==> config.mk <==
export PLATFORM = sky130hd
export DESIGN_NAME = mfg_pins
export DESIGN_NICKNAME = d
export VERILOG_FILES = /design/src/mfg_pkg.sv /design/src/mfg_blink.sv /design/src/mfg_pins.sv
export SDC_FILE = /design/constraint.sdc
export NUM_CORES = 1
export LEC_CHECK = 0
export ABC_AREA = 1
export ABC_CLOCK_PERIOD_IN_PS = 3280
export BUFFER_PORTS_ARGS = -buffer_cell sky130_fd_sc_hd__clkbuf_2
export CAP_MARGIN = 40
export CELL_PAD_IN_SITES_DETAIL_PLACEMENT = 1
export CELL_PAD_IN_SITES_GLOBAL_PLACEMENT = 2
export CORE_UTILIZATION = 35
export CTS_BUF_LIST = sky130_fd_sc_hd__clkbuf_8
export CTS_CLUSTER_SIZE = 28
export DETAILED_ROUTE_END_ITERATION = 12
export PLACE_DENSITY = 0.94
export SLEW_MARGIN = 20
export SYNTH_ARGS = -nofsm -noshare
export SYNTH_HDL_FRONTEND = slang
export SYNTH_SLANG_ARGS = --single-unit
==> constraint.sdc <==
create_clock -name i_clk -period 3.28 [get_ports i_clk]
set_input_delay 0.164 -clock i_clk [delete_from_list [all_inputs] [get_ports i_clk]]
set_output_delay 0.164 -clock i_clk [all_outputs]
set_load 0.03 [all_outputs]
==> src/mfg_pkg.sv <==
/*
  Package for the multi-function general pin bank: function codes, pin
  count, blink timing and the packed structs that carry pin and status
  groups. Assumes a 25 MHz module clock.
*/
package mfg_pkg;

  // ---------------------------------------------------------------
  // Sizes and clock
  // ---------------------------------------------------------------
  localparam int unsigned NPINS      = 14;
  localparam int unsigned CLK_HZ     = 25_000_000;
  localparam int unsigned TICK_MS    = 1;
  localparam int unsigned TICK_CYC   = CLK_HZ / 1000 * TICK_MS;

  // ---------------------------------------------------------------
  // Function codes
  // ---------------------------------------------------------------
  localparam logic [7:0] FN_OUT      = 8'h00;
  localparam logic [7:0] FN_IN       = 8'h01;
  localparam logic [7:0] FN_NETSTAT  = 8'h02;
  localparam logic [7:0] FN_SUPPLY   = 8'h03;
  localparam logic [7:0] FN_DREADY   = 8'h04;
  localparam logic [7:0] FN_RTCSHARE = 8'h05;
  localparam logic [7:0] FN_CARDDET  = 8'h07;
  localparam logic [7:0] FN_TXBURST  = 8'h09;
  localparam logic [7:0] FN_PWRIND   = 8'h0A;
  localparam logic [7:0] FN_ACTIND   = 8'h0B;
  localparam logic [7:0] FN_AUDIO    = 8'h0C;
  localparam logic [7:0] FN_SPI      = 8'h0D;
  localparam logic [7:0] FN_DISABLED = 8'hFF;

  // ---------------------------------------------------------------
  // Blink phase lengths in ms
  // ---------------------------------------------------------------
  localparam logic [11:0] MS_50      = 12'h032;
  localparam logic [11:0] MS_100     = 12'h064;
  localparam logic [11:0] MS_2000    = 12'h7D0;

  // ---------------------------------------------------------------
  // Network status categories
  // ---------------------------------------------------------------
  typedef enum logic [2:0] {
    NET_NONE    = 3'h0,
    NET_HOME2G  = 3'h1,
    NET_HOME3G  = 3'h2,
    NET_VISIT2G = 3'h3,
    NET_VISIT3G = 3'h4,
    NET_CALL    = 3'h5
  } mfg_net_t;

  // Pad drive for the whole bank
  typedef struct packed {
    logic [NPINS-1:0] out;
    logic [NPINS-1:0] oe;
    logic [NPINS-1:0] pd;
    logic [NPINS-1:0] pu;
  } mfg_pad_t;

  // Module status inputs
  typedef struct packed {
    mfg_net_t net;
    logic     power_on;
    logic     active;
  } mfg_stat_t;

  // Per-pin special-function drive and direction requests
  typedef struct packed {
    logic [NPINS-1:0] val;
    logic [NPINS-1:0] oe;
  } mfg_fdrv_t;

endpackage

==> src/mfg_blink.sv <==
/*
  Network status blink sequencer. Times its phases from a 1 ms enable
  pulse and restarts at the first high phase when the category changes.
  Assumes i_tick_ms is a one-cycle pulse in the i_clk domain.
*/
`timescale 1ns/1ns
module mfg_blink
(
  // Clock and reset
  input  wire logic            i_clk,
  input  wire logic            i_rst_n,
  // Time base and category
  input  wire logic            i_tick_ms,
  input  wire mfg_pkg::mfg_net_t i_net,
  // Blink level
  output logic                 o_level
);

  typedef enum logic [3:0] {
    PH_H1 = 4'h1,
    PH_L1 = 4'h2,
    PH_H2 = 4'h4,
    PH_LL = 4'h8
  } mfg_ph_t;

  mfg_ph_t            ph_ff;
  mfg_ph_t            nxt_ph;
  logic [11:0]        cnt_ff;
  mfg_pkg::mfg_net_t  net_ff;
  logic [11:0]        hi_len;
  logic [11:0]        gap_len;
  logic [11:0]        low_len;
  logic               two_pulse;
  logic [11:0]        ph_len;
  logic               ph_done;
  logic               changed;
  logic               level;

  // ---------------------------------------------------------------
  // Pattern table
  // ---------------------------------------------------------------
  assign hi_len    = (i_net == mfg_pkg::NET_HOME2G ||
                      i_net == mfg_pkg::NET_VISIT2G) ?
                     mfg_pkg::MS_100 : mfg_pkg::MS_50;
  assign gap_len   = hi_len;
  assign low_len   = (i_net == mfg_pkg::NET_VISIT3G) ?
                     mfg_pkg::MS_100 : mfg_pkg::MS_2000;
  assign two_pulse = (i_net != mfg_pkg::NET_HOME2G);
  assign ph_len    = (ph_ff == PH_LL) ? low_len :
                     (ph_ff == PH_L1) ? gap_len : hi_len;
  assign ph_done   = i_tick_ms && (cnt_ff >= ph_len - 12'h001);
  assign changed   = (net_ff != i_net);

  always_comb
  begin
    nxt_ph = ph_ff;
    unique case (ph_ff)
      PH_H1: nxt_ph = two_pulse ? PH_L1 : PH_LL;
      PH_L1: nxt_ph = PH_H2;
      PH_H2: nxt_ph = PH_LL;
      PH_LL: nxt_ph = PH_H1;
      default: nxt_ph = PH_H1;
    endcase
  end

  // Call forces high, no service forces low; blink otherwise
  assign level = (i_net == mfg_pkg::NET_CALL) ? 1'b1 :
                 (i_net == mfg_pkg::NET_NONE) ? 1'b0 :
                 (ph_ff == PH_H1 || ph_ff == PH_H2);

  // ---------------------------------------------------------------
  // Sequencer
  // ---------------------------------------------------------------
  always_ff @(posedge i_clk or negedge i_rst_n)
  begin
    if (!i_rst_n)
    begin
      ph_ff   <= PH_H1;
      cnt_ff  <= 12'h000;
      net_ff  <= mfg_pkg::NET_NONE;
      o_level <= 1'b0;
    end
    else
    begin
      net_ff  <= i_net;
      o_level <= level;
      if (changed)
      begin
        ph_ff  <= PH_H1;
        cnt_ff <= 12'h000;
      end
      else if (ph_done)
      begin
        ph_ff  <= nxt_ph;
        cnt_ff <= 12'h000;
      end
      else if (i_tick_ms)
        cnt_ff <= cnt_ff + 12'h001;
    end
  end

endmodule // mfg_blink

==> src/mfg_pins.sv <==
/*
  Multi-function general pin bank: fourteen pins, each steered by an
  8-bit function code. Holds per-pin defaults, refuses codes a pin does
  not list, and drives pads from plain outputs, the blink sequencer,
  power and activity status, or the audio/SPI engines outside.
  Assumes all inputs are synchronous to i_clk (25 MHz).
*/
`timescale 1ns/1ns

// Behaviour
// - No service: status pin held low
// - Home 2G: high 100 ms, low 2 s
// - Home 3G: 50 high/low/high, low 2 s
// - Visitor 2G: 100 high/low/high, low 2 s
// - Visitor 3G: 50 high/low/high, low 100 ms
// - Call active: status pin held high
// - Code 10 power indicator, pin 1/13, single
// - Code 11 activity indicator, pin 14/5, single
// - Code 12 audio port on pins 6-9 only
// - Code 13 SPI on pins 10-14 only
// - Code 1 input, level readable
// - Code 0 output drives written value
// - Code 255 tri-state with pull-down
// - Reset defaults for pins 1 to 5
// - Only listed alternatives accepted per pin
// - Audio pins directions, may be output/input/disabled
// - SPI clock input, idles low, pull-down
// - MOSI input, idles high, pull-up
// - Code 2 status on one pin 1-5
module mfg_pins
#(
  parameter int unsigned NP       = mfg_pkg::NPINS,
  // Clock cycles per millisecond tick
  parameter int unsigned TICK_CYC = mfg_pkg::TICK_CYC
)
(
  // Clock and reset
  input  wire logic                 i_clk,
  input  wire logic                 i_rst_n,
  // Function configuration write
  input  wire logic                 i_cfg_we,
  input  wire logic [3:0]           i_cfg_pin,
  input  wire logic [7:0]           i_cfg_code,
  // Level write
  input  wire logic                 i_lvl_we,
  input  wire logic [3:0]           i_lvl_pin,
  input  wire logic                 i_lvl_val,
  // Module status
  input  wire mfg_pkg::mfg_stat_t   i_stat,
  input  wire logic                 i_supply_en,
  input  wire logic                 i_tx_burst,
  input  wire logic                 i_rtc_sync,
  // Special-function engines (audio, SPI) per pin
  input  wire mfg_pkg::mfg_fdrv_t   i_eng,
  // Pads
  input  wire logic [NP-1:0]        i_pad,
  output mfg_pkg::mfg_pad_t         o_pad,
  // Readback
  output logic [NP-1:0]             o_in_level,
  output logic [NP-1:0]             o_pad_in,
  output logic                      o_cfg_ack,
  output logic                      o_cfg_nak,
  output logic [7:0]                o_cfg_code
);

  logic [7:0]         fn_ff [NP];
  logic [NP-1:0]      outv_ff;
  logic [NP-1:0]      in_ff;
  logic [NP-1:0]      pad_in_ff;
  mfg_pkg::mfg_pad_t  pad_ff;
  mfg_pkg::mfg_pad_t  nxt_pad;
  logic               ack_ff;
  logic               nak_ff;
  logic [7:0]         rdcode_ff;
  logic [15:0]        tick_cnt_ff;
  logic               tick_ff;
  logic               blink;
  logic               cfg_ok;
  logic               pin_ok;
  logic               held_else;
  logic [NP-1:0]      code_hits;

  // ---------------------------------------------------------------
  // Helpers
  // ---------------------------------------------------------------
  // Default code for pin index p (0 based)
  function automatic logic [7:0] dflt(input int unsigned p);
    if (p == 0)
      dflt = mfg_pkg::FN_DISABLED;
    else if (p == 1)
      dflt = mfg_pkg::FN_SUPPLY;
    else if (p == 2)
      dflt = mfg_pkg::FN_DREADY;
    else if (p == 3)
      dflt = mfg_pkg::FN_RTCSHARE;
    else if (p == 4)
      dflt = mfg_pkg::FN_CARDDET;
    else if (p <= 8)
      dflt = mfg_pkg::FN_AUDIO;
    else
      dflt = mfg_pkg::FN_SPI;
  endfunction

  // Whether pin index p lists code c
  function automatic logic allowed(input logic [3:0] p,
                                   input logic [7:0] c);
    logic gen;
    gen = (c == mfg_pkg::FN_OUT) || (c == mfg_pkg::FN_IN) ||
          (c == mfg_pkg::FN_DISABLED);
    allowed = 1'b0;
    if (c == dflt(int'(p)))
      allowed = 1'b1;
    else if (p == 4'h0)
      allowed = (c == mfg_pkg::FN_OUT) || (c == mfg_pkg::FN_IN) ||
                (c == mfg_pkg::FN_NETSTAT) ||
                (c == mfg_pkg::FN_SUPPLY) ||
                (c == mfg_pkg::FN_TXBURST) ||
                (c == mfg_pkg::FN_PWRIND);
    else if (p <= 4'h4)
      allowed = gen || (c == mfg_pkg::FN_NETSTAT) ||
                (c == mfg_pkg::FN_SUPPLY && p != 4'h1) ||
                (c == mfg_pkg::FN_ACTIND && p == 4'h4);
    else if (p == 4'hC)
      allowed = gen || (c == mfg_pkg::FN_PWRIND);
    else if (p == 4'hD)
      allowed = gen || (c == mfg_pkg::FN_ACTIND);
    else if (p < 4'(NP))
      allowed = gen;
  endfunction

  // Single-holder functions
  function automatic logic exclusive(input logic [7:0] c);
    exclusive = (c == mfg_pkg::FN_NETSTAT) ||
                (c == mfg_pkg::FN_SUPPLY) ||
                (c == mfg_pkg::FN_PWRIND) ||
                (c == mfg_pkg::FN_ACTIND);
  endfunction

  // ---------------------------------------------------------------
  // Configuration checks
  // ---------------------------------------------------------------
  generate
    for (genvar g = 0; g < NP; g++)
    begin : g_hit
      assign code_hits[g] = (fn_ff[g] == i_cfg_code) &&
                            (4'(g) != i_cfg_pin);
    end
  endgenerate

  assign pin_ok    = (i_cfg_pin < 4'(NP)) &&
                     allowed(i_cfg_pin, i_cfg_code);
  assign held_else = exclusive(i_cfg_code) && (|code_hits);
  assign cfg_ok    = pin_ok && !held_else;

  // ---------------------------------------------------------------
  // Millisecond time base
  // ---------------------------------------------------------------
  always_ff @(posedge i_clk or negedge i_rst_n)
  begin
    if (!i_rst_n)
    begin
      tick_cnt_ff <= 16'h0000;
      tick_ff     <= 1'b0;
    end
    else
    begin
      tick_ff <= (tick_cnt_ff == 16'(TICK_CYC - 1));
      if (tick_cnt_ff == 16'(TICK_CYC - 1))
        tick_cnt_ff <= 16'h0000;
      else
        tick_cnt_ff <= tick_cnt_ff + 16'h0001;
    end
  end

  mfg_blink u_blink
  (
    .i_clk     (i_clk),
    .i_rst_n   (i_rst_n),
    .i_tick_ms (tick_ff),
    .i_net     (i_stat.net),
    .o_level   (blink)
  );

  // ---------------------------------------------------------------
  // Pad steering
  // ---------------------------------------------------------------
  always_comb
  begin
    nxt_pad = '0;
    for (int p = 0; p < NP; p++)
    begin
      unique case (fn_ff[p])
        mfg_pkg::FN_OUT:
        begin
          nxt_pad.oe[p]  = 1'b1;
          nxt_pad.out[p] = outv_ff[p];
        end
        mfg_pkg::FN_IN: ;
        mfg_pkg::FN_NETSTAT:
        begin
          nxt_pad.oe[p]  = 1'b1;
          nxt_pad.out[p] = blink;
        end
        mfg_pkg::FN_SUPPLY:
        begin
          nxt_pad.oe[p]  = 1'b1;
          nxt_pad.out[p] = i_supply_en;
        end
        mfg_pkg::FN_DREADY, mfg_pkg::FN_CARDDET:
          nxt_pad.pd[p]  = 1'b1;
        mfg_pkg::FN_RTCSHARE:
        begin
          nxt_pad.oe[p]  = 1'b1;
          nxt_pad.out[p] = i_rtc_sync;
        end
        mfg_pkg::FN_TXBURST:
        begin
          nxt_pad.oe[p]  = 1'b1;
          nxt_pad.out[p] = i_tx_burst;
        end
        mfg_pkg::FN_PWRIND:
        begin
          nxt_pad.oe[p]  = 1'b1;
          nxt_pad.out[p] = i_stat.power_on;
        end
        mfg_pkg::FN_ACTIND:
        begin
          nxt_pad.oe[p]  = 1'b1;
          nxt_pad.out[p] = i_stat.active;
        end
        mfg_pkg::FN_AUDIO:
        begin
          // Rx data input, Tx data output, clocks per engine
          nxt_pad.oe[p]  = (p == 5) ? 1'b0 :
                           (p == 6) ? 1'b1 : i_eng.oe[p];
          nxt_pad.out[p] = i_eng.val[p];
        end
        mfg_pkg::FN_SPI:
        begin
          nxt_pad.oe[p]  = (p == 11 || p == 12) ? 1'b1 : 1'b0;
          nxt_pad.out[p] = i_eng.val[p];
          nxt_pad.pd[p]  = (p == 9 || p == 13);
          nxt_pad.pu[p]  = (p == 10);
        end
        default:
          nxt_pad.pd[p]  = 1'b1;
      endcase
    end
  end

  // ---------------------------------------------------------------
  // Registers
  // ---------------------------------------------------------------
  always_ff @(posedge i_clk or negedge i_rst_n)
  begin
    if (!i_rst_n)
    begin
      for (int p = 0; p < NP; p++)
        fn_ff[p] <= dflt(p);
      outv_ff   <= '0;
      ack_ff    <= 1'b0;
      nak_ff    <= 1'b0;
      rdcode_ff <= 8'h00;
    end
    else
    begin
      ack_ff <= i_cfg_we && cfg_ok;
      nak_ff <= i_cfg_we && !cfg_ok;
      if (i_cfg_we && cfg_ok)
        fn_ff[i_cfg_pin] <= i_cfg_code;
      if (i_lvl_we && i_lvl_pin < 4'(NP))
        outv_ff[i_lvl_pin] <= i_lvl_val;
      if (i_cfg_pin < 4'(NP))
        rdcode_ff <= fn_ff[i_cfg_pin];
    end
  end

  always_ff @(posedge i_clk or negedge i_rst_n)
  begin
    if (!i_rst_n)
    begin
      pad_ff    <= '0;
      in_ff     <= '0;
      pad_in_ff <= '0;
    end
    else
    begin
      pad_ff    <= nxt_pad;
      pad_in_ff <= i_pad;
      for (int p = 0; p < NP; p++)
        if (fn_ff[p] == mfg_pkg::FN_IN)
          in_ff[p] <= i_pad[p];
        else
          in_ff[p] <= 1'b0;
    end
  end

  assign o_pad      = pad_ff;
  assign o_in_level = in_ff;
  assign o_pad_in   = pad_in_ff;
  assign o_cfg_ack  = ack_ff;
  assign o_cfg_nak  = nak_ff;
  assign o_cfg_code = rdcode_ff;

endmodule // mfg_pins

======== After elaboration in Yosys (flattened, before gate mapping) ========
Cells that the tools add are included.
storage, ports and cells
  output and inout bits ................... 94
  bits of input ports ..................... 71
  word-level logic and storage cells ...... 419
  register bits after elaboration ......... 244
cells by class
  order comparisons ....................... 9
  $add $sub $neg .......................... 3
  bitwise operators ....................... 1
  reduce and logical (&&, ||, !) cells .... 106
  mux-type cells .......................... 91
  equality and inequality tests ........... 179
operator list
  operator                                               count
  equality test 8 x 4 -> 1 bit, second input constant    73
  equality test 8 x 2 -> 1 bit, second input constant    30
  equality test 8 x 1 -> 1 bit, second input constant    15
  equality test 8 bit                                    15
  zero test 8 bit                                        15
  OR reduction 10 bit                                    12
  bitwise mux 112 bit                                    1
  equality test 8 x 3 -> 1 bit, second input constant    14
  one-hot mux 1 bit (8 select lines)                     14
  OR reduction 7 bit                                     11
  2-to-1 mux 12 bit                                      4
  2-to-1 mux 1 bit                                       41
  2-to-1 mux 8 bit                                       5
  binary-select mux 8 bit (select 4 bit)                 1
  demux 8 bit (select 4 bit)                             1
  OR reduction 2 bit                                     14
  logical AND 1 bit                                      25
  2-to-1 mux 4 bit                                       6
  != test 4 bit, first input constant                    6
  one-hot mux 1 bit (2 select lines)                     12
  OR reduction 8 bit                                     3
  OR reduction 9 bit                                     2
  adder 16 x 1 -> 16 bit, second input constant          1
  equality test 16 x 15 -> 1 bit, second input constant  1
  39 further kinds                                       67

======== Depth between registers and ports, before layout ========
  depth in word-level cells ............... 13
  mapped depth ............................ 19
  mapped depth without buffers ............ 16

======== Hierarchy ========
Synthesis repeated with hierarchy kept, for this count alone.
second synthesis, totals
  cell total of the unflattened synthesis .. 2080
  area, all modules ....................... 15434.8 um^2
modules (own cells, without submodules)
  module     cells an instance  area each (um^2)  times used  sequential area each (um^2)
  mfg_pins   1861               13868.3           1           5654.2
  mfg_blink  219                1566.5            1           501.7

======== Least setup slack after synthesis ========
OpenSTA, ideal clock, no wires.
  kind .................................... reg-to-reg
  start ................................... register u_blink.ph_ff[1]
  end ..................................... register u_blink.ph_ff[1]
  cell stages (with the launch flop) ...... 16
  library setup time ...................... 0.134 ns
  clock period less this slack ............ 2.434 ns
  buffers on the path ..................... 1
  path slack .............................. 0.846 ns
  arrival time ............................ 2.301 ns
  data required time ...................... 3.146 ns
  cell sequence ........................... dfrtp_1 > nor2_1 > inv_1 > nor3_1 > inv_1 > a31oi_1 > inv_1 > ha_1 > nand2_1 > o21ai_0 > nand2_1 > o2111ai_1 > nand2_1 > nand2_1 > clkbuf_1 > o21ai_0
between the ends
  longest elaborated chain between the ends .. 6
  elaborated cells between the ends (all ways) .. 12
  classes of those cells .................. add/sub: 1; order compare: 1; eq/ne: 4; mux: 4; reduce/logical: 2
RTL lines
  what                                 RTL line         source
  start: declaration                   mfg_blink.sv:26  mfg_ph_t ph_ff;
  start signal: assignment             mfg_blink.sv:94  ph_ff <= nxt_ph;
  equality test 4 bit                  mfg_blink.sv:49  assign ph_len = (ph_ff == PH_LL) ? low_len :
  2-to-1 mux 12 bit                    mfg_blink.sv:49
  subtractor 12 x 1 -> 12 bit          mfg_blink.sv:51  assign ph_done = i_tick_ms && (cnt_ff >= ph_len - 12'h001);
  greater-or-equal comparator 12 bit   mfg_blink.sv:51
  logical AND 1 bit                    mfg_blink.sv:51
  nonzero test 2 bit (no source line)  --
Several ways; a longest one is shown, not always the timed one. The select of a mux whose other input is x is not followed.
A chain may end at the register's enable or synchronous reset.

======== Worst setup path after layout ========
  start ................................... register u_blink.ph_ff[1]
  end ..................................... register u_blink.ph_ff[2]
The elaborated chain is that of the path after synthesis.

==> impl_metrics.env <==
export IMPL_dp_slack_ns=0.238
export IMPL_fin_nets=2474
export IMPL_slew_viol_final=0
export IMPL_io_pins=165
export IMPL_final_cells=3013
export IMPL_drc=0
export IMPL_arrival_ns=3.36
export IMPL_postLayoutCellArea_sq_um=18500
export IMPL_hold_path_startpoint="i_stat[0]"
export IMPL_drt_total_wl_microns=60700
export IMPL_synth_area_mux_share_pct=0
export IMPL_synth_xor_area_share_pct=2.10
export IMPL_p_leak_nw=9.15
export IMPL_worst_slew_pin_slew_ns=0.810
export IMPL_hold_violations=0
export IMPL_die_w_microns=212
export IMPL_fin_worst_skew_ns=0.0457
export IMPL_portBuffers=149
export IMPL_grt_use_total_pct=27.5
export IMPL_cp_start_kind="register"
export IMPL_syn_inst=2171
export IMPL_grt_pass1_vias=17000
export IMPL_grt_max_degree=104
export IMPL_min_period_over_period_pct=86.5
export IMPL_status="completed"
export IMPL_antenna_found_initial=2
export IMPL_grt_overflow=0
export IMPL_synth_area_sq_um=15400
export IMPL_synthSimpleGateAreaFrac_pct=36.5
export IMPL_rsz0062_at_grt="false"
export IMPL_root_buffer="clkbuf_8"
export IMPL_worstSetupPathType="reg -> reg"
export IMPL_fin_setup_tns_ns=0
export IMPL_dp_cells=2868
export IMPL_p_total_mw=9.54
export IMPL_placementRows=76
export IMPL_globalplace_congestion=0.967
export IMPL_ys_flop_type="dfrtp_1"
export IMPL_drv_cap=0
export IMPL_cp_cell_sequence="nor2_1 -> inv_1 -> nor3_1 -> inv_1 -> a31oi_1 -> inv_1 -> ha_1 -> nand2_1 -> o21ai_0 -> nand3_1 -> o2111ai_1 -> nand2_1 -> nand2_2 -> o41ai_1 -> o21a_1"
export IMPL_yosysWarnings=0
export IMPL_via_per_inst=5.44
export IMPL_path_clk_slew_ns=0.06
export IMPL_clockBufferDepth=3
export IMPL_ys_ff_latch=244
export IMPL_firstDrtPassIters=5
export IMPL_crit_path_end_kind="register"
export IMPL_fin_crit_ns=2.84
export IMPL_synthAdderAreaFrac_pct=1.05
export IMPL_dpl_cell_area_sq_um=16900
export IMPL_drt_iter0_markers=1279
export IMPL_synth_top_family_by_area="simple AND/OR/NAND/NOR gates"
export IMPL_htreeDepth=2
export IMPL_die_y_microns=212
export IMPL_worstHoldPathType="in -> reg"
export IMPL_critPathLaunch="u_blink.ph_ff[1]"
export IMPL_critPathMaxFanout=16
export IMPL_synth_avg_cell_area_sq_um=7.11
export IMPL_fill_cells=5506
export IMPL_async_reset_ff_share_pct=100
export IMPL_slew_headroom_pct=45.9
export IMPL_synth_cell_type_count=58
export IMPL_syn_to_final_growth_pct=19.9
export IMPL_timing_rr_start="u_blink.ph_ff[1]"
export IMPL_dp_hpwl_microns=44400
export IMPL_start_util_pct=35.7
export IMPL_wire_per_inst_microns=20.1
export IMPL_cts_tree="done"
export IMPL_antenna_left=0
export IMPL_cp_common_cell="inv_1"
export IMPL_synth_compound_area_share_pct=10.5
export IMPL_cts_made_buffers=49
export IMPL_clock_sinks=244
export IMPL_max_freq_mhz=352
export IMPL_vias=16400
export IMPL_core_sq_um=43300
export IMPL_clkLatencyLatePin_ns=0.64
export IMPL_setup_viol=0
export IMPL_ir_drop_mv=0.263
export IMPL_synth_yosys_seq_area_share_pct=39.9
export IMPL_fin_ws_ns=0.442
export IMPL_required_ns=3.80
export IMPL_cp_slowest_cell="dfrtp_1"
export IMPL_die_area_sq_um=44900
export IMPL_p_per_area_nw_per_um2=516
export IMPL_cpPeakStageDelay_ns=0.39
export IMPL_n_antenna_cell=0
export IMPL_grt_pass1_wl_microns=95400
export IMPL_drive_gt1_share_pct=14.6
export IMPL_synth_edff_count=0
flip-flops by register name, indices dropped and copies added, names as in the netlist:
register / count
o_cfg_ack: 1
tick_cnt_ff: 16
o_cfg_code: 8
o_pad: 43
outv_ff: 14
o_in_level: 14
u_blink.net_ff: 3
o_cfg_nak: 1
fn_ff: 112
u_blink.cnt_ff: 12
o_pad_in: 14
u_blink.o_level: 1
tick_ff: 1
u_blink.ph_ff: 4
power by group:
part / switching [mW] / internal, mW
Sequential: 0.349 / 3.44
Combinational: 1.81 / 0.766
Clock: 1.42 / 1.75
layer usage:
| metal | part of all wire [%] | vias up | global-route usage, % |
|---|---|---|---|
| li1 | - | 7632 | - |
| met1 | 44 | 8067 | 36.0 |
| met2 | 46 | 562 | 44.7 |
| met3 | 6.5 | 141 | 5.25 |
| met4 | 3.5 | 0 | 10.5 |
| met5 | 0 | - | 0 |
worst paths after layout:
kind                                         end  slack [ns]  cells after the start
worst max-delay path            u_blink.ph_ff[2]        0.44                     15
worst min-delay path                   o_pad[51]        0.04                      7
worst max register to register  u_blink.ph_ff[2]        0.44                     15
worst min register to register    tick_cnt_ff[0]        0.47                      1
max in group asynchronous              fn_ff[34]        2.18                      3
min in group asynchronous            o_pad_in[7]        0.10                      2
synthesized netlist by cell type, drive strengths merged (2+ instances only):
master / count / area (sq um)
ha: 13 / 163
xor2: 17 / 149
clkinv: 10 / 37.5
nor3b: 12 / 90.1
or2: 4 / 25.0
o211a: 3 / 30.0
buf: 59 / 372
a2111oi: 2 / 17.5
a22oi: 10 / 75.1
nand4: 155 / 1130
nand3: 88 / 440
and3: 5 / 31.3
nand2: 681 / 2560
o31ai: 4 / 30.0
dfrtp: 204 / 5100
o41ai: 2 / 17.5
nor3: 40 / 200
and2: 5 / 31.3
o221ai: 18 / 158
inv: 249 / 935
o2111ai: 10 / 87.6
conb: 2 / 7.51
dfstp: 40 / 1050
xnor2: 20 / 175
o211ai: 9 / 67.6
a21oi: 43 / 219
nor2: 225 / 880
o21ai: 87 / 435
a221oi: 9 / 78.8
a41oi: 8 / 70.1
a31oi: 12 / 75.1
nor4: 35 / 219
clkbuf: 51 / 193
a211oi: 4 / 30.0
o21bai: 2 / 15.0
o22ai: 23 / 144
layout by cell type (no fill, tap or decap), types with 42 or more instances in the layout:
master,count
inv_1,263
buf_4,54
clkbuf_2,147
o21ai_0,87
dfrtp_1,204
nand2_1,678
clkbuf_8,61
nand4_1,144
nand3_1,88
a21oi_1,42
nor2_1,218
dlygate4sd3_1,55
layout make-up:
type,instances,area (sq um),share of cell area [%]
Clock buffer,61,840,4.54
Clock inverter,28,145,0.784
Inverter,259,972,5.25
Multi-Input combinational cell,1570,7790,42.1
Sequential cell,244,6160,33.3
Tap cell,585,732,3.96
Timing Repair Buffer,266,1870,10.1
kinds of logic (layout without fill, tap and decap cells):
kind of cell / after synthesis / in the layout
AO/OA/AOI/OAI: 253 / 253
XOR/XNOR: 37 / 37
adder cells (fa/ha/maj): 13 / 13
buffers and inverters: 369 / 614
flip-flops: 244 / 244
other: 2 / 14
AND/OR/NAND/NOR: 1253 / 1253
what timing repair did:
| action | in CTS | in global routing |
|---|---|---|
| setup buffers | 0 | 0 |
| setup endpoints to repair | 0 | 5 |
| hold endpoints to repair | 139 | 1 |
| resized for setup | 0 | 1 |
| hold buffers | 54 | 1 |
critical path: cells and delay by family, from the launching register on:
family / cells / cell delay, ns
AOI/OAI and AO/OA: 5 / 0.88
adders and majority gates: 1 / 0.31
buffers and inverters: 3 / 0.33
DFF: 1 / 0.39
and+or+nand+nor: 6 / 0.82
per-stage QoR:
stage,util (%),hold WS [ns]
after floorplan,-,-0.132
after global placement,39.1,0.169
after detailed placement,39.2,0.188
after CTS,42.7,0.00483
after global routing,42.8,0.0640
final,42.8,0.0418
Note: power is estimated with default switching activity, not from simulation.
